$ cat src/design/ipv_defs.svh
// Constants of the interrupt priority and vectoring block.
// Assumes inclusion by its bare name from the package and the design module.
`ifndef IPV_DEFS_SVH
`define IPV_DEFS_SVH

// Field widths of a grant.
`define IPV_VEC_W 6
`define IPV_LVL_W 2
`define IPV_ADDR_W 21

// Number of vector slots served by default, and the largest the vector field holds.
`define IPV_NUM_VEC 51
`define IPV_MAX_VEC 64

// Vector slots that are never issued: reset overlays 0 and 1, then the gaps.
`define IPV_RSVD_MASK 64'h0000_1030_0208_3103

// Vector slots with a fixed or restricted level, and the two slots fed by the external pins.
`define IPV_VEC_CORE_LO 6'h02
`define IPV_VEC_CORE_HI 6'h05
`define IPV_VEC_DBG_LO 6'h06
`define IPV_VEC_DBG_HI 6'h0b
`define IPV_VEC_SW2 6'h0e
`define IPV_VEC_SW1 6'h0f
`define IPV_VEC_SW0 6'h10
`define IPV_VEC_EXT_A 6'h11
`define IPV_VEC_EXT_B 6'h12

// Priority levels.
`define IPV_LVL_3 2'h3
`define IPV_LVL_2 2'h2
`define IPV_LVL_1 2'h1
`define IPV_LVL_0 2'h0

// Reset values.
`define IPV_GRANT_RST 29'h0000_0000
`define IPV_SYNC_RST 2'h0

`endif

$ cat src/design/ipv_pkg.sv
// Types of the interrupt priority and vectoring block.
// Assumes ipv_defs.svh is on the include path.
`include "ipv_defs.svh"

package ipv_pkg;

    // Vector slot classes, which decide how a slot's level is formed.
    typedef enum logic [2:0] {
        VC_RSVD = 3'h0,
        VC_CORE = 3'h1,
        VC_DEBUG = 3'h2,
        VC_SW2 = 3'h3,
        VC_SW1 = 3'h4,
        VC_SW0 = 3'h5,
        VC_PERIPH = 3'h6
    } vec_class_e;

    typedef enum logic {
        ST_IDLE = 1'h0,
        ST_GRANT = 1'h1
    } arb_state_e;

    // What the core receives with a grant.
    typedef struct packed {
        logic [`IPV_VEC_W-1:0] vector;
        logic [`IPV_LVL_W-1:0] level;
        logic [`IPV_ADDR_W-1:0] addr;
    } grant_s;

endpackage

$ cat src/design/interrupt_priority_vectoring.sv
// Interrupt priority and vectoring: picks one pending request, forms its fetch address.
// Assumes the core acknowledges each grant, and requests stay set until serviced.
//
// Contract
// - Higher level always served before lower level.
// - Same level: smallest vector number wins.
// - Fetch address is vector base plus offset.
// - Vectors 0 and 1 never issued.
// - Core exceptions vectors 2-5 at level 3.
// - Debug vectors 6,7,9,10,11 use levels 1-3.
// - Software 14,15,16 fixed; others levels 0-2.
// - Low voltage vector 20, clock vector 21.
// - Flash requests at vectors 22, 23, 24.
// - Bus controller 26-29; ports F-A 30-35.
// - Serial peripheral units at vectors 38 to 41.
// - Async serial port 1 at 42,43,45,46.
// - Quadrature decoders at vectors 47 to 50.
// - Each entry two words; offset twice vector.
`timescale 1ns/1ps
`include "ipv_defs.svh"

module interrupt_priority_vectoring
    import ipv_pkg::*;
#(
    parameter int NUM_VEC = `IPV_NUM_VEC
) (
    // Clock and reset
    input wire logic mclk,
    input wire logic rst_b,
    // On-chip requests, one per vector slot, same clock
    input wire logic [NUM_VEC-1:0] req,
    input wire logic [NUM_VEC-1:0][`IPV_LVL_W-1:0] level_cfg,
    // External request pins
    input wire logic ext_request_a,
    input wire logic ext_request_b,
    // Core side
    input wire logic [`IPV_ADDR_W-1:0] vector_base_register,
    input wire logic irq_ack,
    output logic irq_valid,
    output grant_s grant
);

    if (NUM_VEC < `IPV_NUM_VEC || NUM_VEC > `IPV_MAX_VEC) begin : g_bad_num_vec
        $error("NUM_VEC out of the range the vector field serves");
    end

    function automatic vec_class_e vec_class(input int unsigned v);
        logic [`IPV_MAX_VEC-1:0] rsvd;
        vec_class_e c;
        rsvd = `IPV_RSVD_MASK;
        c = VC_PERIPH;
        if (v >= NUM_VEC || rsvd[v]) begin
            c = VC_RSVD;
        end else if (v >= `IPV_VEC_CORE_LO && v <= `IPV_VEC_CORE_HI) begin
            c = VC_CORE;
        end else if (v >= `IPV_VEC_DBG_LO && v <= `IPV_VEC_DBG_HI) begin
            c = VC_DEBUG;
        end else if (v == `IPV_VEC_SW2) begin
            c = VC_SW2;
        end else if (v == `IPV_VEC_SW1) begin
            c = VC_SW1;
        end else if (v == `IPV_VEC_SW0) begin
            c = VC_SW0;
        end
        return c;
    endfunction

    function automatic logic [`IPV_LVL_W-1:0] eff_level(input int unsigned v,
                                                       input logic [`IPV_LVL_W-1:0] cfg);
        logic [`IPV_LVL_W-1:0] l;
        l = `IPV_LVL_0;
        case (vec_class(v))
            VC_CORE: l = `IPV_LVL_3;
            VC_DEBUG: l = (cfg == `IPV_LVL_0) ? `IPV_LVL_1 : cfg;
            VC_SW2: l = `IPV_LVL_2;
            VC_SW1: l = `IPV_LVL_1;
            VC_SW0: l = `IPV_LVL_0;
            VC_PERIPH: l = (cfg == `IPV_LVL_3) ? `IPV_LVL_2 : cfg;
            default: l = `IPV_LVL_0;
        endcase
        return l;
    endfunction

    // External pins are asynchronous and pass two flip-flops first.
    logic [1:0] sync_a;
    logic [1:0] sync_b;
    logic [1:0] next_sync_a;
    logic [1:0] next_sync_b;

    always_comb begin
        next_sync_a = {sync_a[0], ext_request_a};
        next_sync_b = {sync_b[0], ext_request_b};
    end

    always_ff @(posedge mclk or negedge rst_b) begin
        if (!rst_b) begin
            sync_a <= `IPV_SYNC_RST;
            sync_b <= `IPV_SYNC_RST;
        end else begin
            sync_a <= next_sync_a;
            sync_b <= next_sync_b;
        end
    end

    logic [NUM_VEC-1:0] pend;
    logic [`IPV_LVL_W-1:0] lvl [NUM_VEC];

    for (genvar g = 0; g < NUM_VEC; g++) begin : g_slot
        logic src;
        if (g == `IPV_VEC_EXT_A) begin : g_ext_a
            assign src = sync_a[1];
        end else if (g == `IPV_VEC_EXT_B) begin : g_ext_b
            assign src = sync_b[1];
        end else begin : g_onchip
            assign src = req[g];
        end
        assign pend[g] = src && (vec_class(g) != VC_RSVD);
        assign lvl[g] = eff_level(g, level_cfg[g]);
    end

    // Arbitration: scanning downward with >= lets the smaller vector win a tie.
    logic found;
    logic [`IPV_VEC_W-1:0] pick_vec;
    logic [`IPV_LVL_W-1:0] pick_lvl;

    always_comb begin
        found = 1'b0;
        pick_vec = `IPV_VEC_W'(0);
        pick_lvl = `IPV_LVL_0;
        for (int i = NUM_VEC - 1; i >= 0; i--) begin
            if (pend[i] && (!found || lvl[i] >= pick_lvl)) begin
                found = 1'b1;
                pick_vec = `IPV_VEC_W'(i);
                pick_lvl = lvl[i];
            end
        end
    end

    // Grant state: the winner is captured and held until the core acknowledges.
    arb_state_e state;
    arb_state_e next_state;
    grant_s next_grant;
    logic next_irq_valid;

    always_comb begin
        next_state = state;
        next_grant = grant;
        next_irq_valid = irq_valid;
        case (state)
            ST_IDLE: begin
                if (found) begin
                    next_state = ST_GRANT;
                    next_irq_valid = 1'b1;
                    next_grant.vector = pick_vec;
                    next_grant.level = pick_lvl;
                    next_grant.addr = vector_base_register +
                                      `IPV_ADDR_W'({pick_vec, 1'b0});
                end
            end
            ST_GRANT: begin
                if (irq_ack) begin
                    next_state = ST_IDLE;
                    next_irq_valid = 1'b0;
                end
            end
            default: begin
                next_state = ST_IDLE;
                next_irq_valid = 1'b0;
            end
        endcase
    end

    always_ff @(posedge mclk or negedge rst_b) begin
        if (!rst_b) begin
            state <= ST_IDLE;
            irq_valid <= 1'b0;
            grant <= `IPV_GRANT_RST;
        end else begin
            state <= next_state;
            irq_valid <= next_irq_valid;
            grant <= next_grant;
        end
    end

    // Helper logic read only by the checks below.
    logic [`IPV_LVL_W-1:0] max_lvl;
    logic tie_lower;

    always_comb begin
        max_lvl = `IPV_LVL_0;
        tie_lower = 1'b0;
        for (int i = 0; i < NUM_VEC; i++) begin
            if (pend[i] && lvl[i] > max_lvl) begin
                max_lvl = lvl[i];
            end
            if (pend[i] && lvl[i] == pick_lvl && `IPV_VEC_W'(i) < pick_vec) begin
                tie_lower = 1'b1;
            end
        end
    end

    a_level_order: assert property (
        @(posedge mclk) disable iff (!rst_b)
        (state == ST_IDLE && found) |=> irq_valid && grant.level == $past(max_lvl))
        else $error("Granted level is below the highest pending level");

    a_lowest_vector: assert property (
        @(posedge mclk) disable iff (!rst_b)
        (state == ST_IDLE && found) |-> !tie_lower)
        else $error("A smaller vector at the same level was passed over");

    a_fetch_address: assert property (
        @(posedge mclk) disable iff (!rst_b)
        $rose(irq_valid) |-> grant.addr ==
            $past(vector_base_register) + `IPV_ADDR_W'({grant.vector, 1'b0}))
        else $error("Fetch address is not base plus twice the vector");

    a_no_reserved: assert property (
        @(posedge mclk) disable iff (!rst_b)
        irq_valid |-> vec_class(grant.vector) != VC_RSVD && grant.vector > 6'h01)
        else $error("A reserved vector slot was granted");

    a_core_level: assert property (
        @(posedge mclk) disable iff (!rst_b)
        (irq_valid && vec_class(grant.vector) == VC_CORE) |-> grant.level == `IPV_LVL_3)
        else $error("Core exception granted below level 3");

    a_debug_level: assert property (
        @(posedge mclk) disable iff (!rst_b)
        (irq_valid && vec_class(grant.vector) == VC_DEBUG) |-> grant.level != `IPV_LVL_0)
        else $error("Debug request granted at level 0");

    a_periph_level: assert property (
        @(posedge mclk) disable iff (!rst_b)
        (irq_valid && vec_class(grant.vector) == VC_PERIPH) |-> grant.level != `IPV_LVL_3)
        else $error("Assignable request granted at level 3");

    a_grant_held: assert property (
        @(posedge mclk) disable iff (!rst_b)
        (irq_valid && !irq_ack) |=> irq_valid && $stable(grant))
        else $error("Grant changed before the acknowledge");

    a_ack_release: assert property (
        @(posedge mclk) disable iff (!rst_b)
        (irq_valid && irq_ack) |=> !irq_valid ##1 (irq_valid == $past(found)))
        else $error("Grant did not drop after acknowledge or did not re-arbitrate");

    a_ext_latency: assert property (
        @(posedge mclk) disable iff (!rst_b)
        (ext_request_a && state == ST_IDLE) [*3] |-> found)
        else $error("External request A not pending after two sync stages");

endmodule

$ cat config.mk
export PLATFORM = sky130hd
export DESIGN_NAME = interrupt_priority_vectoring
export DESIGN_NICKNAME = d
export VERILOG_FILES = /design/src/design/ipv_pkg.sv /design/src/design/interrupt_priority_vectoring.sv
export VERILOG_INCLUDE_DIRS = /design/src /design/src/design
export SDC_FILE = /design/constraint.sdc
export NUM_CORES = 1
export LEC_CHECK = 0
export BUFFER_PORTS_ARGS = -buffer_cell sky130_fd_sc_hd__buf_2
export CAP_MARGIN = 15
export CORE_MARGIN = 1
export CORE_UTILIZATION = 47
export DETAILED_ROUTE_END_ITERATION = 6
export HOLD_SLACK_MARGIN = 0.08
export PLACE_DENSITY = 0.87
export SLEW_MARGIN = 15
export SYNTH_ARGS = -nofsm -noshare
export SYNTH_HDL_FRONTEND = slang
export SYNTH_SLANG_ARGS = --single-unit
$ cat constraint.sdc
create_clock -name mclk -period 9.7 [get_ports mclk]
set_clock_uncertainty 0.15 [all_clocks]
set_input_delay 0.97 -clock mclk [delete_from_list [all_inputs] [get_ports mclk]]
set_output_delay 0.97 -clock mclk [all_outputs]
set_load 0.02 [all_outputs]
==> impl_metrics.py, run 1 <==
metrics = {
    "synthesis": {
        "synth_top_area_share_pct": 14.74,
        "syn-num-nets": 1081,
        "synth_area_sq_mm": 0.006026,
        "netlist_instances": 830,
        "ys_seq_area_share_pct": 14.53,
        "synth_flop_cell": "dfrtp_1",
        "synthTopCellsByArea": "ha_1 15%, dfrtp_1 15%, nand2_1 6.2%, nand2b_1 5.8%, o21ai_0 4.5%",
        "postSynthRegisterBits": 35,
        "synth_top_area_cell": "ha_1",
        "synthArstFlopShare_pct": 100.0,
        "synth_edf_count": 0,
        "synth_cell_type_count": 83,
        "syn_area_per_cell_sq_um": 7.260,
        "yosys_warnings": 0,
    },
    "clocking": {
        "cts_sinks": 35,
        "cts_buffer_depth": 2,
        "cts_buffers": 5,
        "cts_hold_buf": 0,
        "htreeDepth": 2,
        "clockRootBuffer": "clkbuf_16",
    },
    "floorplanning": {
        "die_h_um": 115.2,
        "io_pins": 209,
        "row_count": 40,
        "initial_core_util_pct": 49.14,
        "die_w_um": 115.2,
    },
    "global_routing": {
        "grt_max_degree": 46,
        "grt.total_usage_pct": 73.00,
        "globalRouteOverflowTotal": 35,
    },
    "status": {
        "status": "did not finish",
        "lastStage": "global routing (5_1_grt)",
        "error_line": "[ERROR GRT-0232] Routing congestion too high. Check the congestion heatmap in the GUI.",
    },
    "placement": {
        "routabilityCongestion": 0.9554,
        "postPlaceCellArea_sq_mm": 0.009718,
        "hpwl_mm": 19.36,
        "placed_cells": 1405,
        "portBuffers": 162,
        "place_ws_ns": -32.22,
    },
    "sta": {
        "endpoint_type": "sequential cell input",
        "postGrtWorstEndpoint": "grant[20]$_DFFE_PN0P_/D",
    },
}
-- cells in the mapped netlist, types with 8 or more instances --
cell      count
mux2_2       14
nor2_1       61
mux2i_1       9
nand3_1      21
nand2_1      99
a21oi_1      44
a21boi_0      8
o31ai_1       8
clkbuf_1     44
or2_2        11
xnor2_1       9
nand2b_1     56
a21o_1       18
nor3b_1       8
inv_1        47
o21ai_0      54
xor2_1        9
nor3_1       13
dfrtp_1      35
o21a_1        8
nor2b_1      22
ha_1         71
and2_1       11
nor4_1        8
a31oi_1      15
-- cell families after synthesis --
logic type | Yosys count | synth area share (%)
muxes | 23 | 4.111
DFF | 35 | 14.53
xor gates and xnor gates | 18 | 2.616
AOI/OAI and AO/OA | 237 | 27.22
buffers and inverters | 96 | 6.146
adders and majority gates | 72 | 15.07
and+or+nand+nor | 349 | 30.30
-- metal layers --
| metal | overflow | GRT usage [%] |
|---|---|---|
| met4 | 19 | 76.10 |
| met2 | 16 | 90.68 |
| met1 | 0 | 71.08 |
| met5 | 0 | 18.15 |
| met3 | 0 | 58.83 |
-- metrics by stage --
| step | hold slack, ns | util, % |
|---|---|---|
| CTS | 0.2041 | 81.23 |
| detailed placement | 0.1864 | 79.26 |
| global placement | 0.1827 | 79.26 |
| floorplan | 0.1812 | - |
-- what timing repair did --
| action | 4_1_cts |
|---|---|
| resized for setup | 15 |
| pin swaps | 7 |
| gates cloned | 0 |
| hold endpoints to repair | 0 |
| setup buffers | 6 |
| endpoints found under the setup margin | 28 |
==> inputs of run 2 (changes only) <==
--- a/config.mk
+++ b/config.mk
@@ -9,10 +9,9 @@
 export BUFFER_PORTS_ARGS = -buffer_cell sky130_fd_sc_hd__buf_2
 export CAP_MARGIN = 15
 export CORE_MARGIN = 1
-export CORE_UTILIZATION = 47
+export CORE_UTILIZATION = 39
 export DETAILED_ROUTE_END_ITERATION = 6
-export HOLD_SLACK_MARGIN = 0.08
-export PLACE_DENSITY = 0.87
+export PLACE_DENSITY_LB_ADDON = 0.15
 export SLEW_MARGIN = 15
 export SYNTH_ARGS = -nofsm -noshare
 export SYNTH_HDL_FRONTEND = slang
==> constraint.sdc (replaced) <==
create_clock -name mclk -period 12.61 [get_ports mclk]
set_clock_uncertainty 0.15 [all_clocks]
set_input_delay 1.261 -clock mclk [delete_from_list [all_inputs] [get_ports mclk]]
set_output_delay 1.261 -clock mclk [all_outputs]
set_load 0.02 [all_outputs]
==> run 2 against run 1 <==
Area after synthesis unchanged; the flow now finishes, with violations (setup timing); synthesized cell count did not move.
==> impl_metrics.py, run 2 <==
metrics = {
    "setup_path": {
        "worstPathArrival_ns": 40.66,
        "crit_path_start_kind": "input pin",
        "cp_slowest_cell": "or4b_4",
        "rr_worst_depth": 60,
        "critPathMostFrequentCell": "nand2b_4",
        "critPathMaxStageDelay_ns": 0.49,
        "r2r_end": "grant[15]",
        "critPathKind": "input pin to register",
        "crit_fanout": 6,
        "path_buf_inv": 20,
        "crit_required_ns": 12.59,
        "end_kind": "register",
        "rrSetupSlack_ns": 2.51,
        "r2r-start": "sync_b[1]",
        "path_delay_family": "compound AO/OA/AOI/OAI gates",
    },
    "clocking": {
        "clk_latency_ns": 0.27,
        "clockRootBuffer": "clkbuf_16",
        "htreeDepth": 2,
        "cts_buffer_depth": 2,
        "cts_tree": "done",
        "cts_sinks": 35,
        "cts_buffers": 5,
        "path_clk_slew_ns": 0.06,
    },
    "layout": {
        "mostFrequentLayoutCell": "buf_4",
        "syn2layout_area_growth_pct": 83.87,
        "largest_reg_flops": 29,
        "final_cell_mix": "346 x buf_4, 159 x buf_2, 91 x nand2_1",
        "layout-drive-gt1-share_pct": 57.92,
        "fin_util_pct": 73.15,
        "multi_input_area_sq_mm": 0.006121,
        "fillers": 1166,
        "largest-register": "grant",
        "nets": 1557,
        "regArea_sq_um": 875.8,
        "largest_registers": "grant x29, sync_a x2, sync_b x2",
    },
    "synthesis": {
        "synth_common_cells": "99 x nand2_1, 71 x ha_1, 61 x nor2_1",
        "synth_cell_type_count": 83,
        "ys_seq_area_share_pct": 14.53,
        "synth.most_common_cell": "nand2_1",
        "synth_flop_cell": "dfrtp_1",
        "yosys_warnings": 0,
        "synthArstFlopShare_pct": 100.0,
        "synth_top_area_cell": "ha_1",
        "netlist_instances": 830,
        "syn_area_per_cell_sq_um": 7.260,
        "postSynthRegisterBits": 35,
        "synth_edf_count": 0,
        "syn-num-nets": 1081,
        "synthTopCellsByArea": "ha_1 15%, dfrtp_1 15%, nand2_1 6.2%, nand2b_1 5.8%, o21ai_0 4.5%",
        "synth_area_sq_mm": 0.006026,
        "synth_top_area_share_pct": 14.74,
    },
    "global_routing": {
        "globalRouteOverflowTotal": 0,
        "grt_pass1_wl_mm": 32.71,
        "grt_max_degree": 46,
        "grt_pass1_vias": 7405,
        "antenna_found_initial": 0,
        "grt.total_usage_pct": 24.49,
    },
    "sta": {
        "period_needed_ns": 40.68,
        "fmaxAchievable_ghz": 0.02458,
        "tns_ns": -764.62,
        "worst_pin_slew_ns": 0.7806,
        "rsz0062_at_grt": "true",
        "slew_headroom_pct": 47.96,
        "min_period_over_period_pct": 322.6,
        "finalSetupViolations": 28,
        "hold_viol": 0,
        "setup_ws_ns": -28.07,
        "slew_violations": 0,
    },
    "floorplanning": {
        "core_sq_mm": 0.01515,
        "die_area_sq_mm": 0.01595,
        "die_w_um": 126.3,
        "row_count": 45,
        "initial_core_util_pct": 39.79,
        "die_h_um": 126.3,
        "io_pins": 209,
    },
    "min_path": {
        "whs_path_depth": 0,
        "hp-class": "register to register",
        "worstHoldEndpoint": "sync_b[1]",
        "hp-start": "sync_b[0]",
    },
    "flow_run": {
        "maxCapViolations": 0,
    },
    "placement": {
        "routabilityCongestion": 0.9288,
        "hpwl_mm": 16.74,
        "place_ws_ns": -28.86,
        "portBuffers": 162,
    },
    "status": {
        "status": "finished with violations",
        "violations": "setup timing",
    },
    "drt": {
        "ant_nets": 0,
        "wl_per_cell_um": 14.39,
        "firstDrtPassIters": 4,
        "num_vias": 7815,
        "routed_via_density": 5.224,
        "routed_wl_mm": 21.53,
        "drt-initial-drc-count": 282,
        "drc": 0,
    },
}
[run 2: metrics by stage]
stage	instance area [sq um]	hold WS, ns	instances
floorplan	6716	0.1812	830
global placement	9766	0.1822	1428
detailed placement	9766	0.1864	1428
CTS	10090	0.1988	1453
global route	11080	0.2019	1495
finish	11080	0.1958	1496
[run 2: how the worst max path moves through the flow]
stage | start | end | slack, ns | cells after the start
CTS | req[50] | grant[20] | -28.13 | 233
global route | req[50] | grant[20] | -29.90 | 238
detailed placement | req[50] | grant[17] | -28.86 | 234
finish | req[50] | grant[15] | -28.07 | 234
global placement | req[50] | grant[15] | -28.18 | 232
floorplan | req[50] | grant[20] | -28.35 | 236
[run 2: cell type report]
cell class,instances,share of cell area (%)
Inverter,49,1.683
Clock inverter,2,0.1129
Clock buffer,6,1.163
Antenna cell,1,0.02259
Timing Repair Buffer,516,31.74
Sequential cell,35,7.905
Tap cell,188,2.123
Multi-Input combinational cell,699,55.25
[run 2: timing repair]
action	CTS	global route
resized for setup	15	130
pin swaps	20	142
buffers inserted	17	43
endpoints found under the hold margin	0	0
hold buffers	0	0
endpoints found under the setup margin	28	28
[run 2: kinds of logic (layout without fill, tap and decap cells)]
kind of cell             count (synthesis)  in the layout  share of synthesized area [%]
adder cells (fa/ha/maj)                 72             72                          15.07
flip-flops                              35             35                          14.53
AO/OA/AOI/OAI                          237            237                          27.22
AND/OR/NAND/NOR                        349            349                          30.30
multiplexers                            23             23                          4.111
other                                    0              1                              0
XOR/XNOR                                18             18                          2.616
buffers and inverters                   96            573                          6.146
[run 2: layer usage]
| metal | track usage [%] | up-vias | share of wire (%) |
|---|---|---|---|
| li1 | - | 3959 | - |
| met1 | 29.97 | 3650 | 42 |
| met2 | 46.08 | 163 | 53 |
| met3 | 1.814 | 43 | 2.8 |
| met4 | 6.237 | 0 | 2.4 |
| met5 | 0 | - | 0 |
[run 2: worst reg2reg max path: cells and delay by family, from the launching register on]
kind / cells / cell delay, ns
compound gates: 22 / 3.42
fa+ha+maj: 7 / 1.79
simple gates: 24 / 3.13
mux: 2 / 0.52
xor+xnor: 1 / 0.15
flops: 1 / 0.40
buf+inv: 4 / 0.38
Power of run 2 is left out: the tool's default activity adds up to more than one toggle a clock period on the data nets, which glitch-free logic cannot reach.
==> inputs of run 3 (changes only) <==
--- a/config.mk
+++ b/config.mk
@@ -6,10 +6,12 @@
 export SDC_FILE = /design/constraint.sdc
 export NUM_CORES = 1
 export LEC_CHECK = 0
+export ABC_AREA = 1
 export BUFFER_PORTS_ARGS = -buffer_cell sky130_fd_sc_hd__buf_2
 export CAP_MARGIN = 15
 export CORE_MARGIN = 1
 export CORE_UTILIZATION = 39
+export CTS_BUF_LIST = sky130_fd_sc_hd__clkbuf_8
 export DETAILED_ROUTE_END_ITERATION = 6
 export PLACE_DENSITY_LB_ADDON = 0.15
 export SLEW_MARGIN = 15
==> run 3 against run 2 <==
The run still ends with setup timing left; flip-flop and latch count unchanged; setup slack better by 9.5 ns; final cell count up 4.9%; area after synthesis fell by 8.3%; critical path depth increased by 25; first-iteration DRC count is 12% lower; cell area down 5.1%; critical endpoint is now grant[17].
==> impl_metrics.py, run 3 <==
metrics = {
    "synthesis": {
        "synthMuxAreaShare_pct": 0,
        "yosys.area_share.adder_pct": 16.45,
        "synth_edf_count": 0,
        "netlist_instances": 915,
        "syn_area_per_cell_sq_um": 6.036,
        "synth_area_sq_mm": 0.005523,
        "synth_compound_area_share_pct": 9.651,
        "synth_top_family_by_area": "simple AND/OR/NAND/NOR gates",
        "synth.most_common_cell": "nand2_1",
        "synth-simple-area-share_pct": 40.28,
        "synth_flop_cell": "dfrtp_1",
        "synthTopCellsByArea": "nand2_1 17%, ha_1 16%, dfrtp_1 16%, inv_1 12%, nand3_1 8.0%",
        "postSynthRegisterBits": 35,
        "synth_top_area_share_pct": 17.20,
        "syn-num-nets": 1166,
        "ys_seq_area_share_pct": 15.86,
        "yosys_warnings": 0,
        "synth_common_cells": "253 x nand2_1, 173 x inv_1, 88 x nand3_1",
        "synthArstFlopShare_pct": 100.0,
        "synth-xor-area-share_pct": 2.855,
        "synth_cell_type_count": 40,
        "synth_top_area_cell": "nand2_1",
    },
    "layout": {
        "diodes": 0,
        "fin_util_pct": 76.07,
        "largest-register": "grant",
        "largest_reg_flops": 29,
        "nets": 1640,
        "final_cell_mix": "330 x buf_4, 170 x nand2_1, 159 x buf_2",
        "fin_cells": 1570,
        "syn2layout_area_growth_pct": 90.44,
        "fillers": 1054,
        "mostFrequentLayoutCell": "buf_4",
        "layout-drive-gt1-share_pct": 60.72,
        "largest_registers": "grant x29, sync_a x2, sync_b x2",
    },
    "clocking": {
        "cts_buffer_depth": 2,
        "cts_sinks": 35,
        "clk_latency_ns": 0.30,
        "cts_hold_buf": 0,
        "cts_tree": "done",
        "cts_buffers": 5,
        "htreeDepth": 2,
        "path_clk_slew_ns": 0.08,
        "clockRootBuffer": "clkbuf_8",
    },
    "setup_path": {
        "crit_required_ns": 12.70,
        "critPathMaxStageDelay_ns": 0.43,
        "rrSetupSlack_ns": 4.40,
        "critPathMostFrequentCell": "nand2_2",
        "crit_fanout": 5,
        "crit_path_start_kind": "input pin",
        "cp_slowest_cell": "or3_4",
        "critPathKind": "input pin to register",
        "worstPathArrival_ns": 31.29,
        "end_kind": "register",
        "r2r_end": "grant[17]",
        "r2r-start": "sync_b[1]",
        "rr_worst_depth": 63,
    },
    "floorplanning": {
        "initial_core_util_pct": 39.94,
        "die_w_um": 121,
        "row_count": 43,
        "io_pins": 209,
        "die_area_sq_mm": 0.01464,
        "die_h_um": 121,
        "core_sq_mm": 0.01383,
    },
    "sta": {
        "rsz0062_at_grt": "true",
        "slew_violations": 0,
        "min_period_over_period_pct": 247.4,
        "worst_pin_slew_ns": 0.7995,
        "fmaxAchievable_ghz": 0.03205,
        "slew_headroom_pct": 46.70,
        "period_needed_ns": 31.20,
        "setup_ws_ns": -18.59,
        "finalSetupViolations": 31,
        "hold_viol": 0,
    },
    "placement": {
        "routabilityCongestion": 0.8177,
        "hpwl_mm": 13.52,
        "placed_cells": 1498,
        "portBuffers": 162,
    },
    "power": {
        "max-vdd-ir-drop_v": 0.0001827,
        "leakage_nw": 5.720,
        "power_density_mw_per_mm2": 349.5,
    },
    "global_routing": {
        "grt.total_usage_pct": 21.42,
        "globalRouteOverflowTotal": 0,
        "antenna_found_initial": 1,
        "grt_pass1_vias": 6322,
        "grt_pass1_wl_mm": 26.25,
        "grt_max_degree": 36,
    },
    "drt": {
        "routed_wl_mm": 18.87,
        "num_vias": 7300,
        "wl_per_cell_um": 12.02,
        "ant_nets": 0,
        "firstDrtPassIters": 4,
        "drc": 0,
        "routed_via_density": 4.650,
        "drt-initial-drc-count": 247,
    },
    "status": {
        "violations": "setup timing",
        "status": "finished with violations",
    },
    "min_path": {
        "hp-class": "register to register",
        "whs_path_depth": 0,
        "hp-start": "sync_b[0]",
        "worstHoldEndpoint": "sync_b[1]",
    },
    "flow_run": {
        "maxCapViolations": 0,
    },
}
## run 3: cell types whose count changed in the layout (fill, tap and decap cells not counted), sizes merged, moves of 9 or more
cell    before  now
a21o        18    1
a21oi       45   20
a31oi       15    4
and2        11   27
buf        516  504
inv         48  179
mux2        14    0
mux2i        9    0
nand2       99  258
nand2b      56    0
nand3       21   89
nand3b       5   22
nor2        61   47
nor2b       22    0
## run 3: power by group
part | switching, W | leakage, nW | total [W] | internal (W)
registers | 0.0000231 | 0.422 | 0.000181 | 0.000157
logic | 0.00163 | 5.24 | 0.00339 | 0.00176
clock network | 0.0000448 | 0.0581 | 0.000104 | 0.0000589
## run 3: layer usage
metal	vias up	global-route usage (%)	wire length [um]
li1	3819	-	-
met1	3326	26.61	8046
met2	128	39.07	9900
met3	25	3.430	680
met4	2	3.472	233
met5	-	0	10
## run 3: cell families (layout without fill, tap and decap cells)
logic type                 after synthesis  after routing
and+or+nand+nor                        475            475
xor gates and xnor gates                18             18
AOI/OAI and AO/OA                       99             99
buffers and inverters                  216            691
DFF                                     35             35
adders and majority gates               72             72
## run 3: layout make-up
cell class / instances / area (sq um) / area share, %
sequential: 35 / 875.8 / 8.327
clock buffer: 5 / 68.82 / 0.6543
clock inverter: 3 / 43.79 / 0.4164
timing repair buffer: 504 / 3463 / 32.93
tap: 180 / 225.2 / 2.141
inverter: 179 / 699.4 / 6.650
multi-input combinational: 664 / 5141 / 48.88
## run 3: how the worst max path moves through the flow
stage / cells after the start / from / slack, ns / to
final: 259 / level_cfg[99] / -18.59 / grant[17]
after global placement: 260 / level_cfg[98] / -18.59 / grant[18]
after CTS: 261 / level_cfg[98] / -18.74 / grant[18]
after global routing: 261 / level_cfg[99] / -20.68 / grant[19]
after floorplan: 263 / level_cfg[98] / -17.06 / grant[18]
after detailed placement: 261 / level_cfg[98] / -19.29 / grant[18]
## run 3: stage by stage
step	setup TNS (ns)	area, sq um	hold slack [ns]	worst slack [ns]	total power (W)
2_1_floorplan	-453.94	5784	0.1812	-17.06	0.001590
3_3_place_gp	-503.65	8781	0.1821	-18.59	0.002595
3_5_place_dp	-522.52	8781	0.1958	-19.29	0.002649
4_1_cts	-507.24	9031	0.2125	-18.74	0.002787
5_1_grt	-560.84	10520	0.2179	-20.68	0.004024
6_report	-501.32	10520	0.2063	-18.59	0.003676
## run 3: what timing repair did
action	4_1_cts	5_1_grt
setup buffers	10	55
endpoints found under the setup margin	31	31
pin swaps	28	188
gates resized for setup	12	247
## run 3: worst max-delay path: cells and delay by family
kind                       cells  cell delay, ns
AOI/OAI and AO/OA             43            4.60
adders and majority gates     34            8.16
and+or+nand+nor              134           13.79
xor gates and xnor gates       1            0.13
buffers and inverters         47            3.28
No activity file was read; power rests on OpenSTA's default activity.
==> inputs of run 4 (changes only) <==
--- a/config.mk
+++ b/config.mk
@@ -6,7 +6,6 @@
 export SDC_FILE = /design/constraint.sdc
 export NUM_CORES = 1
 export LEC_CHECK = 0
-export ABC_AREA = 1
 export BUFFER_PORTS_ARGS = -buffer_cell sky130_fd_sc_hd__buf_2
 export CAP_MARGIN = 15
 export CORE_MARGIN = 1
==> run 4 against run 3 <==
Highest routed layer is now met4; flip-flop and latch count did not move; final cell count fell by 4.8%; hold slack got worse by 0.0064 ns; register-to-register slack got worse by 1.8 ns; via count rose by 6.7%; global-route usage rose by 3.0 points; non-clock buffer count rose by 10; routed wire length rose by 13%; the flow still finishes with violations (setup timing).
==> impl_metrics.py, run 4 (synthesis gave the netlist of run 2 again) <==
metrics = {
    "clocking": {
        "cts_tree": "done",
        "clk_latency_ns": 0.29,
        "cts_sinks": 35,
        "cts_buffers": 5,
        "path_clk_slew_ns": 0.07,
        "cts_buffer_depth": 2,
        "htreeDepth": 2,
        "clockRootBuffer": "clkbuf_8",
    },
    "sta": {
        "rsz0062_at_grt": "true",
        "setup_ws_ns": -27.95,
        "hold_viol": 0,
        "fmaxAchievable_ghz": 0.02466,
        "period_needed_ns": 40.56,
        "worst_pin_slew_ns": 0.8001,
        "min_period_over_period_pct": 321.6,
        "slew_violations": 0,
        "tns_ns": -763.02,
        "finalSetupViolations": 28,
        "slew_headroom_pct": 46.66,
    },
    "layout": {
        "final_cell_mix": "346 x buf_4, 159 x buf_2, 91 x nand2_1",
        "post-route-cell-area_sq_mm": 0.01101,
        "mostFrequentLayoutCell": "buf_4",
        "fin_cells": 1494,
        "syn2layout_area_growth_pct": 82.64,
        "nets": 1555,
        "largest_registers": "grant x29, sync_a x2, sync_b x2",
        "fillers": 1192,
        "largest_reg_flops": 29,
        "layout-drive-gt1-share_pct": 57.85,
        "largest-register": "grant",
    },
    "global_routing": {
        "grt_use_met1_pct": 29.98,
        "grt.total_usage_pct": 24.41,
        "antenna_found_initial": 0,
        "globalRouteOverflowTotal": 0,
        "grt_pass1_vias": 7349,
        "use_met3_pct": 1.898,
        "top_usage_layer": "met2",
        "grt_max_degree": 46,
        "grt_util_met2_pct": 46.34,
        "grt_pass1_wl_mm": 32.61,
    },
    "drt": {
        "ant_nets": 0,
        "wl_per_cell_um": 14.31,
        "routed_wl_mm": 21.38,
        "drt-initial-drc-count": 247,
        "num_vias": 7790,
        "drc": 0,
        "firstDrtPassIters": 5,
        "routed_via_density": 5.214,
    },
    "setup_path": {
        "end_kind": "register",
        "critPathMostFrequentCell": "nand2b_4",
        "cp_slowest_cell": "or4_4",
        "critPathKind": "input pin to register",
        "path_delay_family": "compound AO/OA/AOI/OAI gates",
        "path_buf_inv": 19,
        "worstPathArrival_ns": 40.55,
        "crit_required_ns": 12.60,
        "crit_path_start_kind": "input pin",
        "critPathMaxStageDelay_ns": 0.50,
        "crit_fanout": 6,
    },
    "floorplanning": {
        "core_sq_mm": 0.01515,
        "row_count": 45,
        "die_area_sq_mm": 0.01595,
        "die_h_um": 126.3,
        "io_pins": 209,
        "die_w_um": 126.3,
        "initial_core_util_pct": 39.79,
    },
    "flow_run": {
        "maxCapViolations": 0,
    },
    "status": {
        "status": "finished with violations",
        "violations": "setup timing",
    },
    "placement": {
        "place_ws_ns": -28.86,
        "routabilityCongestion": 0.9288,
        "placed_cells": 1428,
        "portBuffers": 162,
        "hpwl_mm": 16.74,
        "postPlaceCellArea_sq_mm": 0.009766,
    },
    "min_path": {
        "hp-class": "register to register",
    },
}
## run 4: final timing paths
kind	from	endpoint	slack, ns	cells past startpoint
setup / recovery	req[50]	grant[20]	-27.95	232
hold / removal	sync_b[0]	sync_b[1]	0.20	0
setup reg to reg	sync_b[1]	grant[20]	2.61	58
hold reg to reg	sync_b[0]	sync_b[1]	0.20	0
max in group asynchronous	rst_b	grant[7]	10.89	1
min in group asynchronous	rst_b	grant[21]	0.91	1
## run 4: layout make-up
type | count | area, sq um | share of cell area [%]
flip-flops and latches | 35 | 875.8 | 7.958
repair buffers | 514 | 3495 | 31.75
clock buffers | 5 | 68.82 | 0.6253
well taps | 188 | 235.2 | 2.137
diodes | 1 | 2.502 | 0.02274
clock inverters | 3 | 16.27 | 0.1478
multi-input cells | 699 | 6126 | 55.66
inverters | 49 | 186.4 | 1.694
## run 4: stage by stage
step / hold WS (ns) / util [%]
5_1_grt: 0.2075 / 72.65
2_1_floorplan: 0.1812 / -
3_3_place_gp: 0.1822 / 64.48
4_1_cts: 0.2035 / 66.20
6_report: 0.1999 / 72.66
3_5_place_dp: 0.1864 / 64.48
## run 4: layer usage
metal,share of wire (%),vias up
li1,-,3953
met1,43,3639
met3,2.9,38
met4,1.9,0
met5,0,-
met2,52,160
## run 4: timing repair
item | in CTS | in global routing
pin swaps | 20 | 139
hold buffers | 0 | 0
resized for setup | 14 | 128
setup endpoints to repair | 28 | 28
hold endpoints to repair | 0 | 0
setup buffers | 16 | 42
Power of run 4 is left out for the same reason.
